===== src/shared/osd_cmd_pkg.sv =====
// constants shared by the on-screen display serial command decoder
`default_nettype none
package osd_cmd_pkg;

	// ******************************************************
	// first-byte patterns and masks
	// ******************************************************
	localparam logic [7:0] CMD_MAIN_ADDR      = 8'h80;
	localparam logic [7:0] CMD_MAIN_ADDR_MASK = 8'hFC;
	localparam logic [7:0] CMD_SUB_ADDR       = 8'h84;
	localparam logic [7:0] CMD_MAIN_CHAR      = 8'h90;
	localparam logic [7:0] CMD_SUB_CHAR       = 8'h94;
	localparam logic [7:0] CMD_CHAR_MASK      = 8'hFC;
	localparam logic [7:0] CMD_SYSTEM         = 8'hA0;
	localparam logic [7:0] CMD_DISPLAY        = 8'hA1;
	localparam logic [7:0] CMD_POLARITY_ONE   = 8'hA2;
	localparam logic [7:0] CMD_EXACT_MASK     = 8'hFF;

	// ******************************************************
	// field positions
	// ******************************************************
	localparam int SYS_TEST_SEL_B      = 7;
	localparam int SYS_TEST_SEL_A      = 6;
	localparam int SYS_INDEPENDENT     = 5;
	localparam int SYS_RESOLUTION      = 4;
	localparam int SYS_REGISTER_CLEAR  = 3;
	localparam int SYS_PALETTE_ERASE   = 2;
	localparam int SYS_MEM_ERASE_B     = 1;
	localparam int SYS_MEM_ERASE_A     = 0;
	localparam int DISP_OSC_INHIBIT    = 7;
	localparam int DISP_BLINK_HI       = 6;
	localparam int DISP_BLINK_LO       = 5;
	localparam int DISP_BACKDROP       = 2;
	localparam int DISP_WALLPAPER      = 1;
	localparam int DISP_MAIN_LAYER     = 0;
	localparam int SUB_LINE_BIT        = 6;
	localparam int SUB_COLUMN_BIT      = 0;
	localparam int ATTR_BLINK          = 5;
	localparam int ATTR_BOX_STYLE      = 4;
	localparam int ATTR_BOX_LEFT       = 3;
	localparam int ATTR_BOX_RIGHT      = 2;
	localparam int ATTR_BOX_TOP        = 1;
	localparam int ATTR_BOX_BOTTOM     = 0;
	localparam int B3_PALETTE          = 5;
	localparam int B3_EXTERNAL         = 4;
	localparam int B3_GRAPHIC          = 3;

	// ******************************************************
	// screen geometry, codes and reset values
	// ******************************************************
	localparam logic [3:0]  LINES_QVGA       = 4'hD;
	localparam logic [3:0]  LINES_WVGA       = 4'hF;
	localparam logic [5:0]  COLS_QVGA        = 6'h28;
	localparam logic [5:0]  COLS_WVGA        = 6'h21;
	localparam logic [10:0] TRANSPARENT_CODE = 11'h1FF;
	localparam logic [7:0]  REG_RESET        = 8'h00;

	// sequence mode select values
	localparam logic [1:0] SEQ_ONCE     = 2'h0;
	localparam logic [1:0] SEQ_ALL      = 2'h1;
	localparam logic [1:0] SEQ_FROM_3   = 2'h2;
	localparam logic [1:0] SEQ_FROM_2   = 2'h3;

	// character byte slots, zero based
	localparam logic [1:0] SLOT_ATTR1   = 2'h0;
	localparam logic [1:0] SLOT_ATTR2   = 2'h1;
	localparam logic [1:0] SLOT_CODE_HI = 2'h2;
	localparam logic [1:0] SLOT_CODE_LO = 2'h3;

	// ******************************************************
	// timing
	// ******************************************************
	localparam int CLK_PERIOD_NS  = 25;
	localparam int ERASE_WAIT_NS  = 1000000;
	localparam int ERASE_WAIT_CYC = ERASE_WAIT_NS / CLK_PERIOD_NS;

	typedef enum logic [2:0] {
		ST_FIRST,
		ST_SECOND,
		ST_CHAR,
		ST_IGNORE
	} frame_state_e;

	typedef enum logic [2:0] {
		OP_MAIN_ADDR,
		OP_SUB_ADDR,
		OP_SYSTEM,
		OP_DISPLAY,
		OP_POLARITY_ONE
	} opcode_e;

endpackage : osd_cmd_pkg
`default_nettype wire


===== src/rtl/osd_command_decoder.sv =====
// serial command decoder for the on-screen display controller
`default_nettype none
module osd_command_decoder
	import osd_cmd_pkg::*;
#(
	parameter int ERASE_WAIT = ERASE_WAIT_CYC
) (
	// clock and reset
	input  wire logic        clk_i,
	input  wire logic        srst_i,
	// serial pins
	input  wire logic        cs_n_i,
	input  wire logic        sclk_i,
	input  wire logic        sdata_i,
	// write positions
	output logic [3:0]       line_addr_o,
	output logic [5:0]       column_addr_o,
	output logic             sub_line_o,
	output logic             sub_column_o,
	// stored command registers
	output logic [7:0]       system_control_o,
	output logic [7:0]       display_control_o,
	output logic [7:0]       polarity_one_o,
	// decoded settings
	output logic             independent_sel_o,
	output logic             resolution_sel_o,
	output logic             register_clear_o,
	output logic             display_off_state_o,
	output logic             osc_stop_inhibit_o,
	output logic [1:0]       blink_period_o,
	output logic             backdrop_enable_o,
	output logic             wallpaper_enable_o,
	output logic             main_layer_enable_o,
	// erase strobes
	output logic             palette_erase_o,
	output logic             screen_mem_erase_a_o,
	output logic             screen_mem_erase_b_o,
	output logic             erase_busy_o,
	// cell write
	output logic             cell_write_o,
	output logic             cell_sub_o,
	output logic [3:0]       cell_line_o,
	output logic [5:0]       cell_column_o,
	output logic             blink_enable_o,
	output logic             box_style_o,
	output logic             box_left_edge_o,
	output logic             box_right_edge_o,
	output logic             box_top_edge_o,
	output logic             box_bottom_edge_o,
	output logic [3:0]       cell_bg_colour_o,
	output logic [3:0]       cell_fg_colour_o,
	output logic             palette_select_o,
	output logic             ext_glyph_o,
	output logic             graphic_glyph_o,
	output logic [10:0]      glyph_code_o,
	output logic             transparent_o
);

	// ******************************************************
	// helpers
	// ******************************************************
	function automatic logic cmd_match(input logic [7:0] b, input logic [7:0] val,
			input logic [7:0] mask);
		cmd_match = ((b & mask) == val);
	endfunction : cmd_match

	// ******************************************************
	// pin synchronisers
	// ******************************************************
	logic cs_meta;
	logic cs_sync;
	logic sclk_meta;
	logic sclk_sync;
	logic sclk_prev;
	logic sdata_meta;
	logic sdata_sync;

	always_ff @(posedge clk_i) begin
		if (srst_i) begin
			cs_meta    <= 1'b1;
			cs_sync    <= 1'b1;
			sclk_meta  <= 1'b0;
			sclk_sync  <= 1'b0;
			sclk_prev  <= 1'b0;
			sdata_meta <= 1'b0;
			sdata_sync <= 1'b0;
		end else begin
			cs_meta    <= cs_n_i;
			cs_sync    <= cs_meta;
			sclk_meta  <= sclk_i;
			sclk_sync  <= sclk_meta;
			sclk_prev  <= sclk_sync;
			sdata_meta <= sdata_i;
			sdata_sync <= sdata_meta;
		end
	end

	// ******************************************************
	// byte shifter, msb first on rising serial clock
	// ******************************************************
	logic [2:0] bit_cnt;
	logic [6:0] shift;
	logic       byte_vld;
	logic [7:0] rx_byte;

	// frame end flushes a partial byte so the next frame starts aligned
	always_ff @(posedge clk_i) begin
		if (srst_i || cs_sync) begin
			bit_cnt  <= 3'h0;
			shift    <= 7'h00;
			byte_vld <= 1'b0;
			rx_byte  <= 8'h00;
		end else begin
			byte_vld <= 1'b0;
			if (sclk_sync && !sclk_prev) begin
				shift   <= {shift[5:0], sdata_sync};
				bit_cnt <= bit_cnt + 3'h1;
				if (bit_cnt == 3'h7) begin
					rx_byte  <= {shift, sdata_sync};
					byte_vld <= 1'b1;
				end
			end
		end
	end

	// ******************************************************
	// frame state
	// ******************************************************
	frame_state_e state;
	opcode_e      opcode;
	logic         char_sub;
	logic [1:0]   seq_mode;
	logic [1:0]   slot;
	logic         clear_hold;
	logic         first_vld;
	logic         second_vld;
	logic         char_vld;
	logic         cell_done;
	logic         clear_now;

	assign first_vld  = byte_vld && (state == ST_FIRST);
	assign second_vld = byte_vld && (state == ST_SECOND);
	assign char_vld   = byte_vld && (state == ST_CHAR);
	assign cell_done  = char_vld && (slot == SLOT_CODE_LO);
	assign clear_now  = second_vld && (opcode == OP_SYSTEM)
		&& rx_byte[SYS_REGISTER_CLEAR];

	always_ff @(posedge clk_i) begin
		if (srst_i || cs_sync) begin
			state    <= ST_FIRST;
			opcode   <= OP_MAIN_ADDR;
			char_sub <= 1'b0;
			seq_mode <= SEQ_ONCE;
			slot     <= SLOT_ATTR1;
		end else if (first_vld) begin
			state <= ST_SECOND;
			if (cmd_match(rx_byte, CMD_MAIN_ADDR, CMD_MAIN_ADDR_MASK)) begin
				opcode <= OP_MAIN_ADDR;
			end else if (cmd_match(rx_byte, CMD_SUB_ADDR, CMD_EXACT_MASK)) begin
				opcode <= OP_SUB_ADDR;
			end else if (cmd_match(rx_byte, CMD_MAIN_CHAR, CMD_CHAR_MASK)) begin
				state    <= ST_CHAR;
				char_sub <= 1'b0;
				seq_mode <= rx_byte[1:0];
				slot     <= SLOT_ATTR1;
			end else if (cmd_match(rx_byte, CMD_SUB_CHAR, CMD_CHAR_MASK)) begin
				state    <= ST_CHAR;
				char_sub <= 1'b1;
				seq_mode <= rx_byte[1:0];
				slot     <= SLOT_ATTR1;
			end else if (cmd_match(rx_byte, CMD_SYSTEM, CMD_EXACT_MASK)) begin
				opcode <= OP_SYSTEM;
			end else if (cmd_match(rx_byte, CMD_DISPLAY, CMD_EXACT_MASK)) begin
				opcode <= OP_DISPLAY;
			end else if (cmd_match(rx_byte, CMD_POLARITY_ONE, CMD_EXACT_MASK)) begin
				opcode <= OP_POLARITY_ONE;
			end else begin
				state <= ST_IGNORE;
			end
		end else if (second_vld) begin
			// one parameter byte per command; extras wait for deselect
			state <= ST_IGNORE;
		end else if (char_vld) begin
			if (slot != SLOT_CODE_LO) begin
				slot <= slot + 2'h1;
			end else begin
				case (seq_mode)
					SEQ_ONCE:   state <= ST_IGNORE;
					SEQ_ALL:    slot  <= SLOT_ATTR1;
					SEQ_FROM_3: slot  <= SLOT_CODE_HI;
					default:    slot  <= SLOT_ATTR2;
				endcase
			end
		end
	end

	always_ff @(posedge clk_i) begin
		if (srst_i || cs_sync) begin
			clear_hold <= 1'b0;
		end else if (clear_now) begin
			clear_hold <= 1'b1;
		end
	end

	// ******************************************************
	// command registers
	// ******************************************************
	logic [3:0] line_addr;
	logic [5:0] column_addr;
	logic       sub_line;
	logic       sub_column;
	logic [7:0] system_control;
	logic [7:0] display_control;
	logic [7:0] polarity_one;
	logic       osc_inhibit_eff;
	logic       display_off;
	logic       advance;
	logic [3:0] line_limit;
	logic [5:0] col_limit;

	assign display_off = !display_control[DISP_BACKDROP] && !display_control[DISP_WALLPAPER]
		&& !display_control[DISP_MAIN_LAYER];
	assign line_limit  = system_control[SYS_RESOLUTION] ? LINES_WVGA : LINES_QVGA;
	assign col_limit   = system_control[SYS_RESOLUTION] ? COLS_WVGA : COLS_QVGA;
	assign advance     = cell_done && (seq_mode != SEQ_ONCE);

	always_ff @(posedge clk_i) begin
		if (srst_i || clear_now || clear_hold) begin
			system_control  <= REG_RESET;
			display_control <= REG_RESET;
			polarity_one    <= REG_RESET;
		end else if (second_vld) begin
			case (opcode)
				OP_SYSTEM:       system_control  <= rx_byte;
				OP_DISPLAY:      display_control <= rx_byte;
				OP_POLARITY_ONE: polarity_one    <= rx_byte;
				default:         ;
			endcase
		end
	end

	always_ff @(posedge clk_i) begin
		if (srst_i || clear_now || clear_hold) begin
			line_addr   <= 4'h0;
			column_addr <= 6'h00;
			sub_line    <= 1'b0;
			sub_column  <= 1'b0;
		end else if (first_vld
				&& cmd_match(rx_byte, CMD_MAIN_ADDR, CMD_MAIN_ADDR_MASK)) begin
			line_addr[3:2] <= rx_byte[1:0];
		end else if (second_vld && opcode == OP_MAIN_ADDR) begin
			line_addr[1:0] <= rx_byte[7:6];
			column_addr    <= rx_byte[5:0];
		end else if (second_vld && opcode == OP_SUB_ADDR) begin
			sub_line   <= rx_byte[SUB_LINE_BIT];
			sub_column <= rx_byte[SUB_COLUMN_BIT];
		end else if (advance && char_sub) begin
			sub_column <= !sub_column;
			if (sub_column) begin
				sub_line <= !sub_line;
			end
		end else if (advance) begin
			if (column_addr >= col_limit - 6'h01) begin
				column_addr <= 6'h00;
				line_addr   <= (line_addr >= line_limit - 4'h1) ? 4'h0 : line_addr + 4'h1;
			end else begin
				column_addr <= column_addr + 6'h01;
			end
		end
	end

	// inhibit follows only with display off
	always_ff @(posedge clk_i) begin
		if (srst_i || clear_now || clear_hold) begin
			osc_inhibit_eff <= 1'b0;
		end else if (display_off) begin
			osc_inhibit_eff <= display_control[DISP_OSC_INHIBIT];
		end
	end

	// ******************************************************
	// erase strobes and wait window
	// ******************************************************
	logic        pal_erase;
	logic        mem_erase_a;
	logic        mem_erase_b;
	logic [31:0] erase_cnt;
	logic        any_erase;

	assign any_erase = second_vld && (opcode == OP_SYSTEM) && !rx_byte[SYS_REGISTER_CLEAR]
		&& (rx_byte[SYS_PALETTE_ERASE] || rx_byte[SYS_MEM_ERASE_B] || rx_byte[SYS_MEM_ERASE_A]);

	always_ff @(posedge clk_i) begin
		if (srst_i) begin
			pal_erase   <= 1'b0;
			mem_erase_a <= 1'b0;
			mem_erase_b <= 1'b0;
		end else begin
			pal_erase   <= any_erase && rx_byte[SYS_PALETTE_ERASE];
			mem_erase_b <= any_erase && rx_byte[SYS_MEM_ERASE_B];
			mem_erase_a <= any_erase && rx_byte[SYS_MEM_ERASE_A];
		end
	end

	// busy is advisory; the host is still expected to wait itself
	always_ff @(posedge clk_i) begin
		if (srst_i) begin
			erase_cnt <= 32'h0;
		end else if (any_erase) begin
			erase_cnt <= 32'(ERASE_WAIT);
		end else if (erase_cnt != 32'h0) begin
			erase_cnt <= erase_cnt - 32'h1;
		end
	end

	// ******************************************************
	// character cell assembly
	// ******************************************************
	logic [7:0] attr1;
	logic [7:0] attr2;
	logic [7:0] code_hi;
	logic       cell_write;
	logic       cell_sub;
	logic [3:0] cell_line;
	logic [5:0] cell_column;
	logic [7:0] cell_attr1;
	logic [7:0] cell_attr2;
	logic [7:0] cell_code_hi;
	logic [7:0] cell_code_lo;

	always_ff @(posedge clk_i) begin
		if (srst_i || clear_hold) begin
			attr1   <= 8'h00;
			attr2   <= 8'h00;
			code_hi <= 8'h00;
		end else if (char_vld) begin
			case (slot)
				SLOT_ATTR1:   attr1   <= rx_byte;
				SLOT_ATTR2:   attr2   <= rx_byte;
				SLOT_CODE_HI: code_hi <= rx_byte;
				default:      ;
			endcase
		end
	end

	always_ff @(posedge clk_i) begin
		if (srst_i) begin
			cell_write   <= 1'b0;
			cell_sub     <= 1'b0;
			cell_line    <= 4'h0;
			cell_column  <= 6'h00;
			cell_attr1   <= 8'h00;
			cell_attr2   <= 8'h00;
			cell_code_hi <= 8'h00;
			cell_code_lo <= 8'h00;
		end else begin
			cell_write <= cell_done && !clear_hold;
			if (cell_done) begin
				cell_sub     <= char_sub;
				cell_line    <= char_sub ? {3'h0, sub_line} : line_addr;
				cell_column  <= char_sub ? {5'h00, sub_column} : column_addr;
				cell_attr1   <= char_sub ? 8'h00 : attr1;
				cell_attr2   <= char_sub ? 8'h00 : attr2;
				cell_code_hi <= code_hi;
				cell_code_lo <= rx_byte;
			end
		end
	end

	// ******************************************************
	// outputs
	// ******************************************************
	assign line_addr_o          = line_addr;
	assign column_addr_o        = column_addr;
	assign sub_line_o           = sub_line;
	assign sub_column_o         = sub_column;
	assign system_control_o     = system_control;
	assign display_control_o    = display_control;
	assign polarity_one_o       = polarity_one;
	assign independent_sel_o    = system_control[SYS_INDEPENDENT];
	assign resolution_sel_o     = system_control[SYS_RESOLUTION];
	assign register_clear_o     = clear_hold;
	assign display_off_state_o  = display_off;
	assign osc_stop_inhibit_o   = osc_inhibit_eff;
	assign blink_period_o       = {display_control[DISP_BLINK_HI], display_control[DISP_BLINK_LO]};
	assign backdrop_enable_o    = display_control[DISP_BACKDROP];
	assign wallpaper_enable_o   = display_control[DISP_WALLPAPER];
	assign main_layer_enable_o  = display_control[DISP_MAIN_LAYER];
	assign palette_erase_o      = pal_erase;
	assign screen_mem_erase_a_o = mem_erase_a;
	assign screen_mem_erase_b_o = mem_erase_b;
	assign erase_busy_o         = (erase_cnt != 32'h0);
	assign cell_write_o         = cell_write;
	assign cell_sub_o           = cell_sub;
	assign cell_line_o          = cell_line;
	assign cell_column_o        = cell_column;
	assign blink_enable_o       = cell_attr1[ATTR_BLINK];
	assign box_style_o          = cell_attr1[ATTR_BOX_STYLE];
	assign box_left_edge_o      = cell_attr1[ATTR_BOX_LEFT];
	assign box_right_edge_o     = cell_attr1[ATTR_BOX_RIGHT];
	assign box_top_edge_o       = cell_attr1[ATTR_BOX_TOP];
	assign box_bottom_edge_o    = cell_attr1[ATTR_BOX_BOTTOM];
	assign cell_bg_colour_o     = cell_attr2[7:4];
	assign cell_fg_colour_o     = cell_attr2[3:0];
	assign palette_select_o     = cell_code_hi[B3_PALETTE];
	assign ext_glyph_o          = cell_code_hi[B3_EXTERNAL];
	assign graphic_glyph_o      = cell_code_hi[B3_GRAPHIC];
	assign glyph_code_o         = {cell_code_hi[2:0], cell_code_lo};
	assign transparent_o        = !cell_code_hi[B3_EXTERNAL] && !cell_code_hi[B3_GRAPHIC]
		&& ({cell_code_hi[2:0], cell_code_lo} == TRANSPARENT_CODE);

endmodule : osd_command_decoder
`default_nettype wire


===== config.mk =====
export PLATFORM = sky130hd
export DESIGN_NAME = osd_command_decoder
export DESIGN_NICKNAME = d
export VERILOG_FILES = /design/src/shared/osd_cmd_pkg.sv /design/src/rtl/osd_command_decoder.sv
export SDC_FILE = /design/constraint.sdc
export NUM_CORES = 1
export LEC_CHECK = 0
export ABC_AREA = 1
export BUFFER_PORTS_ARGS = -buffer_cell sky130_fd_sc_hd__buf_2
export CORE_MARGIN = 4
export CORE_UTILIZATION = 62
export DETAILED_ROUTE_END_ITERATION = 8
export PLACE_DENSITY = 0.85
export SYNTH_ARGS = -nofsm -noshare
export SYNTH_HDL_FRONTEND = slang
export SYNTH_SLANG_ARGS = --single-unit
export TNS_END_PERCENT = 50

===== constraint.sdc =====
create_clock -name clk_i -period 3.3 [get_ports clk_i]
set_clock_uncertainty 0.1 [all_clocks]
set_input_delay 0.33 -clock clk_i [delete_from_list [all_inputs] [get_ports clk_i]]
set_output_delay 0.33 -clock clk_i [all_outputs]
set_load 0.05 [all_outputs]

# Word-level counts from Yosys, hierarchy flattened
# Index checks and enable logic that the tools add are counted.
# totals
reg_bits	170
wordCells	223
inputBits	5
output_inout_bits	91
# classes
mux	59
n_lt_le_gt_ge	2
bitwise	5
reduce_logical	74
eq_ne	34
add_sub_neg	7
# ops
op	count
$mux 2	21
$mux 6	7
$mux 3	12
$eq 8x8->1 const B	4
$mux 16	2
$reduce_bool 32->1	1
$sub 32x1->32 const B	1
$mux 4	7
$logic_and 1x1->1	22
$reduce_bool 2->1	10
$eq 6x6->1 const B	3
$ne 2x2->1 const B	9
$reduce_and 4->1	4
$reduce_and 2->1	7
$eq 11x9->1 const B	1
$logic_not 1->1	10
$reduce_and 5->1	2
$eq 3x2->1 const B	3
$mux 1	8
$mux 8	1
$add 6x1->6 const B	1
$eq 2x2->1 const B	3
$eq 3x1->1 const B	2
$eq 3x3->1 const B	2
other kinds (21)	38

# Depth between registers and ports, before layout
# logic_depth
ltp_word	10
ltp_mapped	11
ltp_nobuf	11

# Worst setup path after synthesis
# OpenSTA, ideal clock, no wires.
# synth_path
path_kind	flip-flop to output port
from	reg cell_code_lo[2]
to	out transparent_o
required_time_ps	2870
n_path_buf	0
stages_incl_launch_ff	5
slack_ps	730
t_arrival_ps	2140
cell_sequence	dfxtp_1 inv_1 nor4_1 nand3_1 nor3_1
# synth_between
elab_chain_len	2
# synth_lines
item	line_no	source
from (decl)	osd_command_decoder.sv:329	logic [7:0] cell_code_lo;
from (signal assigned)	osd_command_decoder.sv:365	cell_code_lo <= rx_byte;
$eq 11x9->1	osd_command_decoder.sv:410	&& ({cell_code_hi[2:0], cell_code_lo} == TRANSPARENT_CODE);
$logic_and 1x1->1	osd_command_decoder.sv:410	
to (decl)	osd_command_decoder.sv:56	output logic transparent_o
# Every way passes these cells.

# Worst setup path after layout
# layout_path
from	reg erase_cnt[10]
to	out erase_busy_o
# layout_between
elab_chain_len	1
# layout_lines
item	line_no	source
from (decl)	osd_command_decoder.sv:287	logic [31:0] erase_cnt;
from (signal assigned)	osd_command_decoder.sv:310	erase_cnt <= 32'(ERASE_WAIT);
from (signal assigned)	osd_command_decoder.sv:312	erase_cnt <= erase_cnt - 32'h1;
$reduce_bool 32->1	osd_command_decoder.sv:392	assign erase_busy_o = (erase_cnt != 32'h0);
to (decl)	osd_command_decoder.sv:38	output logic erase_busy_o,
# Every way passes these cells.

==> flow_results.org <==
** Run status
- Result of the run :: completed

** Global routing
- Antenna violations before repair :: 0
- Entering global routing, the biggest net connects 49 pins.
- For this run the aggregate overflow at the end of global routing stands at 0.
- The via count of the first global-routing pass is 6492.
- Global routing usage summed across all routing layers :: 27.4%
- The first global-routing pass estimated 31500 µm of wire.

** Setup path
- Source of the worst register-to-register timing path :: slot[0]
- Across all register-to-register paths, the minimum setup slack is 1.12 ns.
- The worst setup path is of the register to primary output kind.
- STA classifies the critical path endpoint as a primary output.
- Arr. time, crit path :: 1.82 ns
- Terminus of the critical flop-to-flop path :: cell_attr1[3]
- The number of cells on the worst reg-to-reg path is 6.
- At the worst endpoint, the required time is 2.87 ns.
- Along the worst path, the maximum fanout reaches 4.
- STA classifies the critical path startpoint as a register.

** Clock network
- The number of gates resized after CTS was 0.
- CTS buffer count :: 17
- Max clock buf depth :: 2
- The clock drives 169 sinks.
- Clock tree synthesis selected as its root buffer the cell sky130_fd_sc_hd__clkbuf_16.
- For this design, the CTS-stage hold fixing added 3 buffers.
- After clock tree synthesis, the setup repair step added 0 buffers.
- Clock edge transition at the registers on the reported setup and hold paths :: 0.07 ns
- Source-to-sink clock delay at the later pin of the worst-skew pair :: 0.43 ns
- Max H-tree Level :: 4
- Clock tree from TritonCTS :: yes

** Yosys
- Yosys instantiated no cell more often than sky130_fd_sc_hd__nand2_1.
- The synthesized netlist occupies a cell area of 7550 µm².
- Main combinational cell family by area after synthesis :: simple AND/OR/NAND/NOR gates
- Counting flops with an async set or reset pin after synthesis yields a share of 0%.
- The number of nets handed over by synthesis was 1073.
- Library cell occupying the most area in the post-synthesis netlist :: sky130_fd_sc_hd__dfxtp_1
- In this run the biggest area consumer among cell types represents 44.8% of the synthesized area.
- Cell count after synthesis :: 1052
- Post-synth top flop :: sky130_fd_sc_hd__dfxtp_1
- After synthesis, flip-flops and latches occupy 44.8% of the total area.
- Post-Synth Simple-Gate Area :: 29.7%
- After synthesis, the netlist uses 38 different library cells.
- Largest cells by area after synthesis :: sky130_fd_sc_hd__dfxtp_1 (45%), sky130_fd_sc_hd__nand2_1 (12%), sky130_fd_sc_hd__nor2_1 (8.7%)
- Mux share of post-synthesis cell area :: 0%
- After synthesis, the most frequently instantiated cells are sky130_fd_sc_hd__nand2_1 (236), sky130_fd_sc_hd__nor2_1 (174), sky130_fd_sc_hd__dfxtp_1 (169), sky130_fd_sc_hd__a21oi_1 (106), sky130_fd_sc_hd__inv_1 (92).
- After Yosys synthesis, full adders, half adders and majority gates account for 2.65% of the synthesized area.
- In this run, synthesis produced a sequential element count of 169.
- Count of flip-flops with a built-in enable after synthesis :: 0
- Yosys printed 0 warnings.
- The synthesized netlist devotes 12.6% of its cell area to compound gates.
- Post-synthesis xor/xnor area fraction :: 2.09%
- After synthesis, the mean cell area works out to 7.18 µm².

** Timing
- Fmax :: 445 MHz
- The routed design could run at a clock period as short as 2.25 ns.
- Setup repair after global routing left no endpoint under its margin.
- At the pin with the least slew margin, the transition time is 0.619 ns.
- Min setup slack post-route :: 1.05 ns
- Setup violations remaining at the end of the flow were counted as 0.
- Measured against its own limit, the worst slew margin works out to 58.7%.
- The number of failing hold endpoints at the final stage was 0.
- The number of max-slew violations in the final report came to 0.
- Total negative setup slack :: 0 ns
- Final period utilization :: 68.1%

** Power
- Summed over all cells, the static leakage comes to 3.84 nW.
- The worst-case IR drop observed on VDD is 0.406 mV.
- Internal power :: 3.95 mW
- Power share of the clock group :: 29.4%
- Proportion of power drawn by combinational gates :: 33.1%
- For this design the total switching power over the nets is 2.33 mW.
- Fraction of power consumed by sequential logic :: 37.5%
- Net switching is 37.1% of the power.
- Power density over the cells :: 730 nW/µm²

** Hold path
- Count of cells along the worst hold path :: 2
- The path with the worst hold slack has its endpoint at sdata_sync.
- In this run the most critical hold path is launched from sdata_meta.
- The worst hold path belongs to the class register to register.

** Drt
- Dividing the detail-routed wire length by the instance count gives 14.9 µm.
- DRC violation count after routing :: 0
- Drt via density :: 5.58
- Summing over every cut layer, the via total after detailed routing is 7209.
- Total iterations of the first detailed-routing run :: 7
- Number of violations reported at the end of detailed-routing iteration 0 :: 738
- Once detail routing completed, the nets flagged for antenna violations numbered 0.
- Post-Route WL :: 19200 µm

** Final layout
- Fill cells in the final layout number 991.
- After routing the design area is 8590 µm².
- From synthesis to final layout, the design area changed by 13.8%.
- Antenna Diode Count :: 0
- Proportion of layout cells with a drive suffix above 1 :: 14.4%
- Nets :: 1152
- The count of cells in the finished layout, fillers not included, comes to 1291.

** Floorplanning
- Core region area :: 12000 µm²
- Starting Density :: 63.1%
- The floorplan step set the die width to 118 µm.
- The die covers 14000 µm².
- DIE HEIGHT :: 118 µm
- Std-Cell Rows :: 40
- During I/O placement, the number of pins put on the boundary was 96.

** Placed design
- Post-DP HPWL :: 13400 µm
- Counting tap cells, the placed design contains a total of 1256 instances.
- Routability-driven placement finished with a final weighted congestion of 0.922.
- In this run the tool buffered the top-level ports with 95 buffer cells.
- Before CTS, the worst setup slack after placement is 1.20 ns.
- Summing all placed instances gives a cell area of 8010 µm².

** Job
- Number of maximum-capacitance violations :: 0
==> placed cells by master, fill, tap and decap left out, drive strengths merged, types with 16 or more instances in the layout <==
| cell type | count |
|---|---|
| a21oi | 106 |
| buf | 102 |
| clkbuf | 22 |
| dfxtp | 169 |
| ha | 16 |
| inv | 97 |
| nand2 | 241 |
| nand3 | 73 |
| nor2 | 180 |
| o21ai | 54 |
==> metrics by stage <==
stage	util, %	total power [mW]	hold slack [ns]
detailed placement	67.0	4.40	0.299
finish	71.8	6.28	0.314
global route	71.8	6.69	0.342
global placement	67.0	4.36	0.290
CTS	71.8	6.25	0.317
floorplan	-	3.98	0.288
==> power groups by stage <==
stage | clock [mW] | sequential (mW) | combinational, mW
floorplan | 0 | 2.36 | 1.62
global placement | 0 | 2.39 | 1.97
detailed placement | 0 | 2.39 | 2.01
CTS | 1.86 | 2.35 | 2.04
global route | 1.94 | 2.38 | 2.38
finish | 1.85 | 2.35 | 2.08
==> layout make-up <==
class	count	area (µm²)	share of cell area, %
clock inverter	10	70.1	0.815
multi-input combinational	741	3550	41.3
tap	147	184	2.14
timing repair buffer	105	558	6.49
clock buffer	22	484	5.63
sequential	169	3380	39.4
inverter	97	364	4.24
==> kinds of logic after synthesis <==
kind of cell | count (synthesis)
fa+ha+maj | 16
flops | 169
simple gates | 528
compound gates | 179
xor+xnor | 18
buf+inv | 142
==> routing by layer <==
metal	vias to the layer above	GRT usage (%)	share of wire (%)
met5	-	0	0
li1	3536	-	-
met4	0	10.8	2.9
met2	296	45.1	47
met1	3326	35.3	42
met3	51	5.74	7.4
==> registers in the layout, indices dropped and copies added (netlist names), 3 cells and up <==
signal and cells:
erase_cnt 32, attr2 8, cell_attr2 8, cell_code_lo 8
display_control_o 8, polarity_one_o 8, rx_byte 8, system_control_o 8
shift 7, attr1 6, cell_attr1 6, cell_code_hi 6
cell_column_o 6, code_hi 6, column_addr_o 6, cell_line_o 4
line_addr_o 4, bit_cnt 3, opcode 3
==> how the worst max path moves through the flow <==
| stage | from | endpoint | slack, ns |
|---|---|---|---|
| after detailed placement | slot[0] | line_addr_o[1] | 1.20 |
| after floorplan | cell_code_lo[2] | transparent_o | 0.73 |
| after global placement | slot[0] | line_addr_o[1] | 1.25 |
| after global routing | erase_cnt[2] | erase_busy_o | 0.89 |
| after CTS | erase_cnt[10] | erase_busy_o | 1.07 |
| final | erase_cnt[10] | erase_busy_o | 1.05 |
==> worst max-delay path, stage by stage (launching register included) <==
cell                      delay [ns]
sky130_fd_sc_hd__dfxtp_1        0.34
sky130_fd_sc_hd__nor2_1         0.20
sky130_fd_sc_hd__nand2_1        0.12
sky130_fd_sc_hd__nor2_1         0.21
sky130_fd_sc_hd__and2_1         0.20
sky130_fd_sc_hd__nand3_1        0.08
sky130_fd_sc_hd__buf_2          0.23
Power figures use the tool's default switching activity.
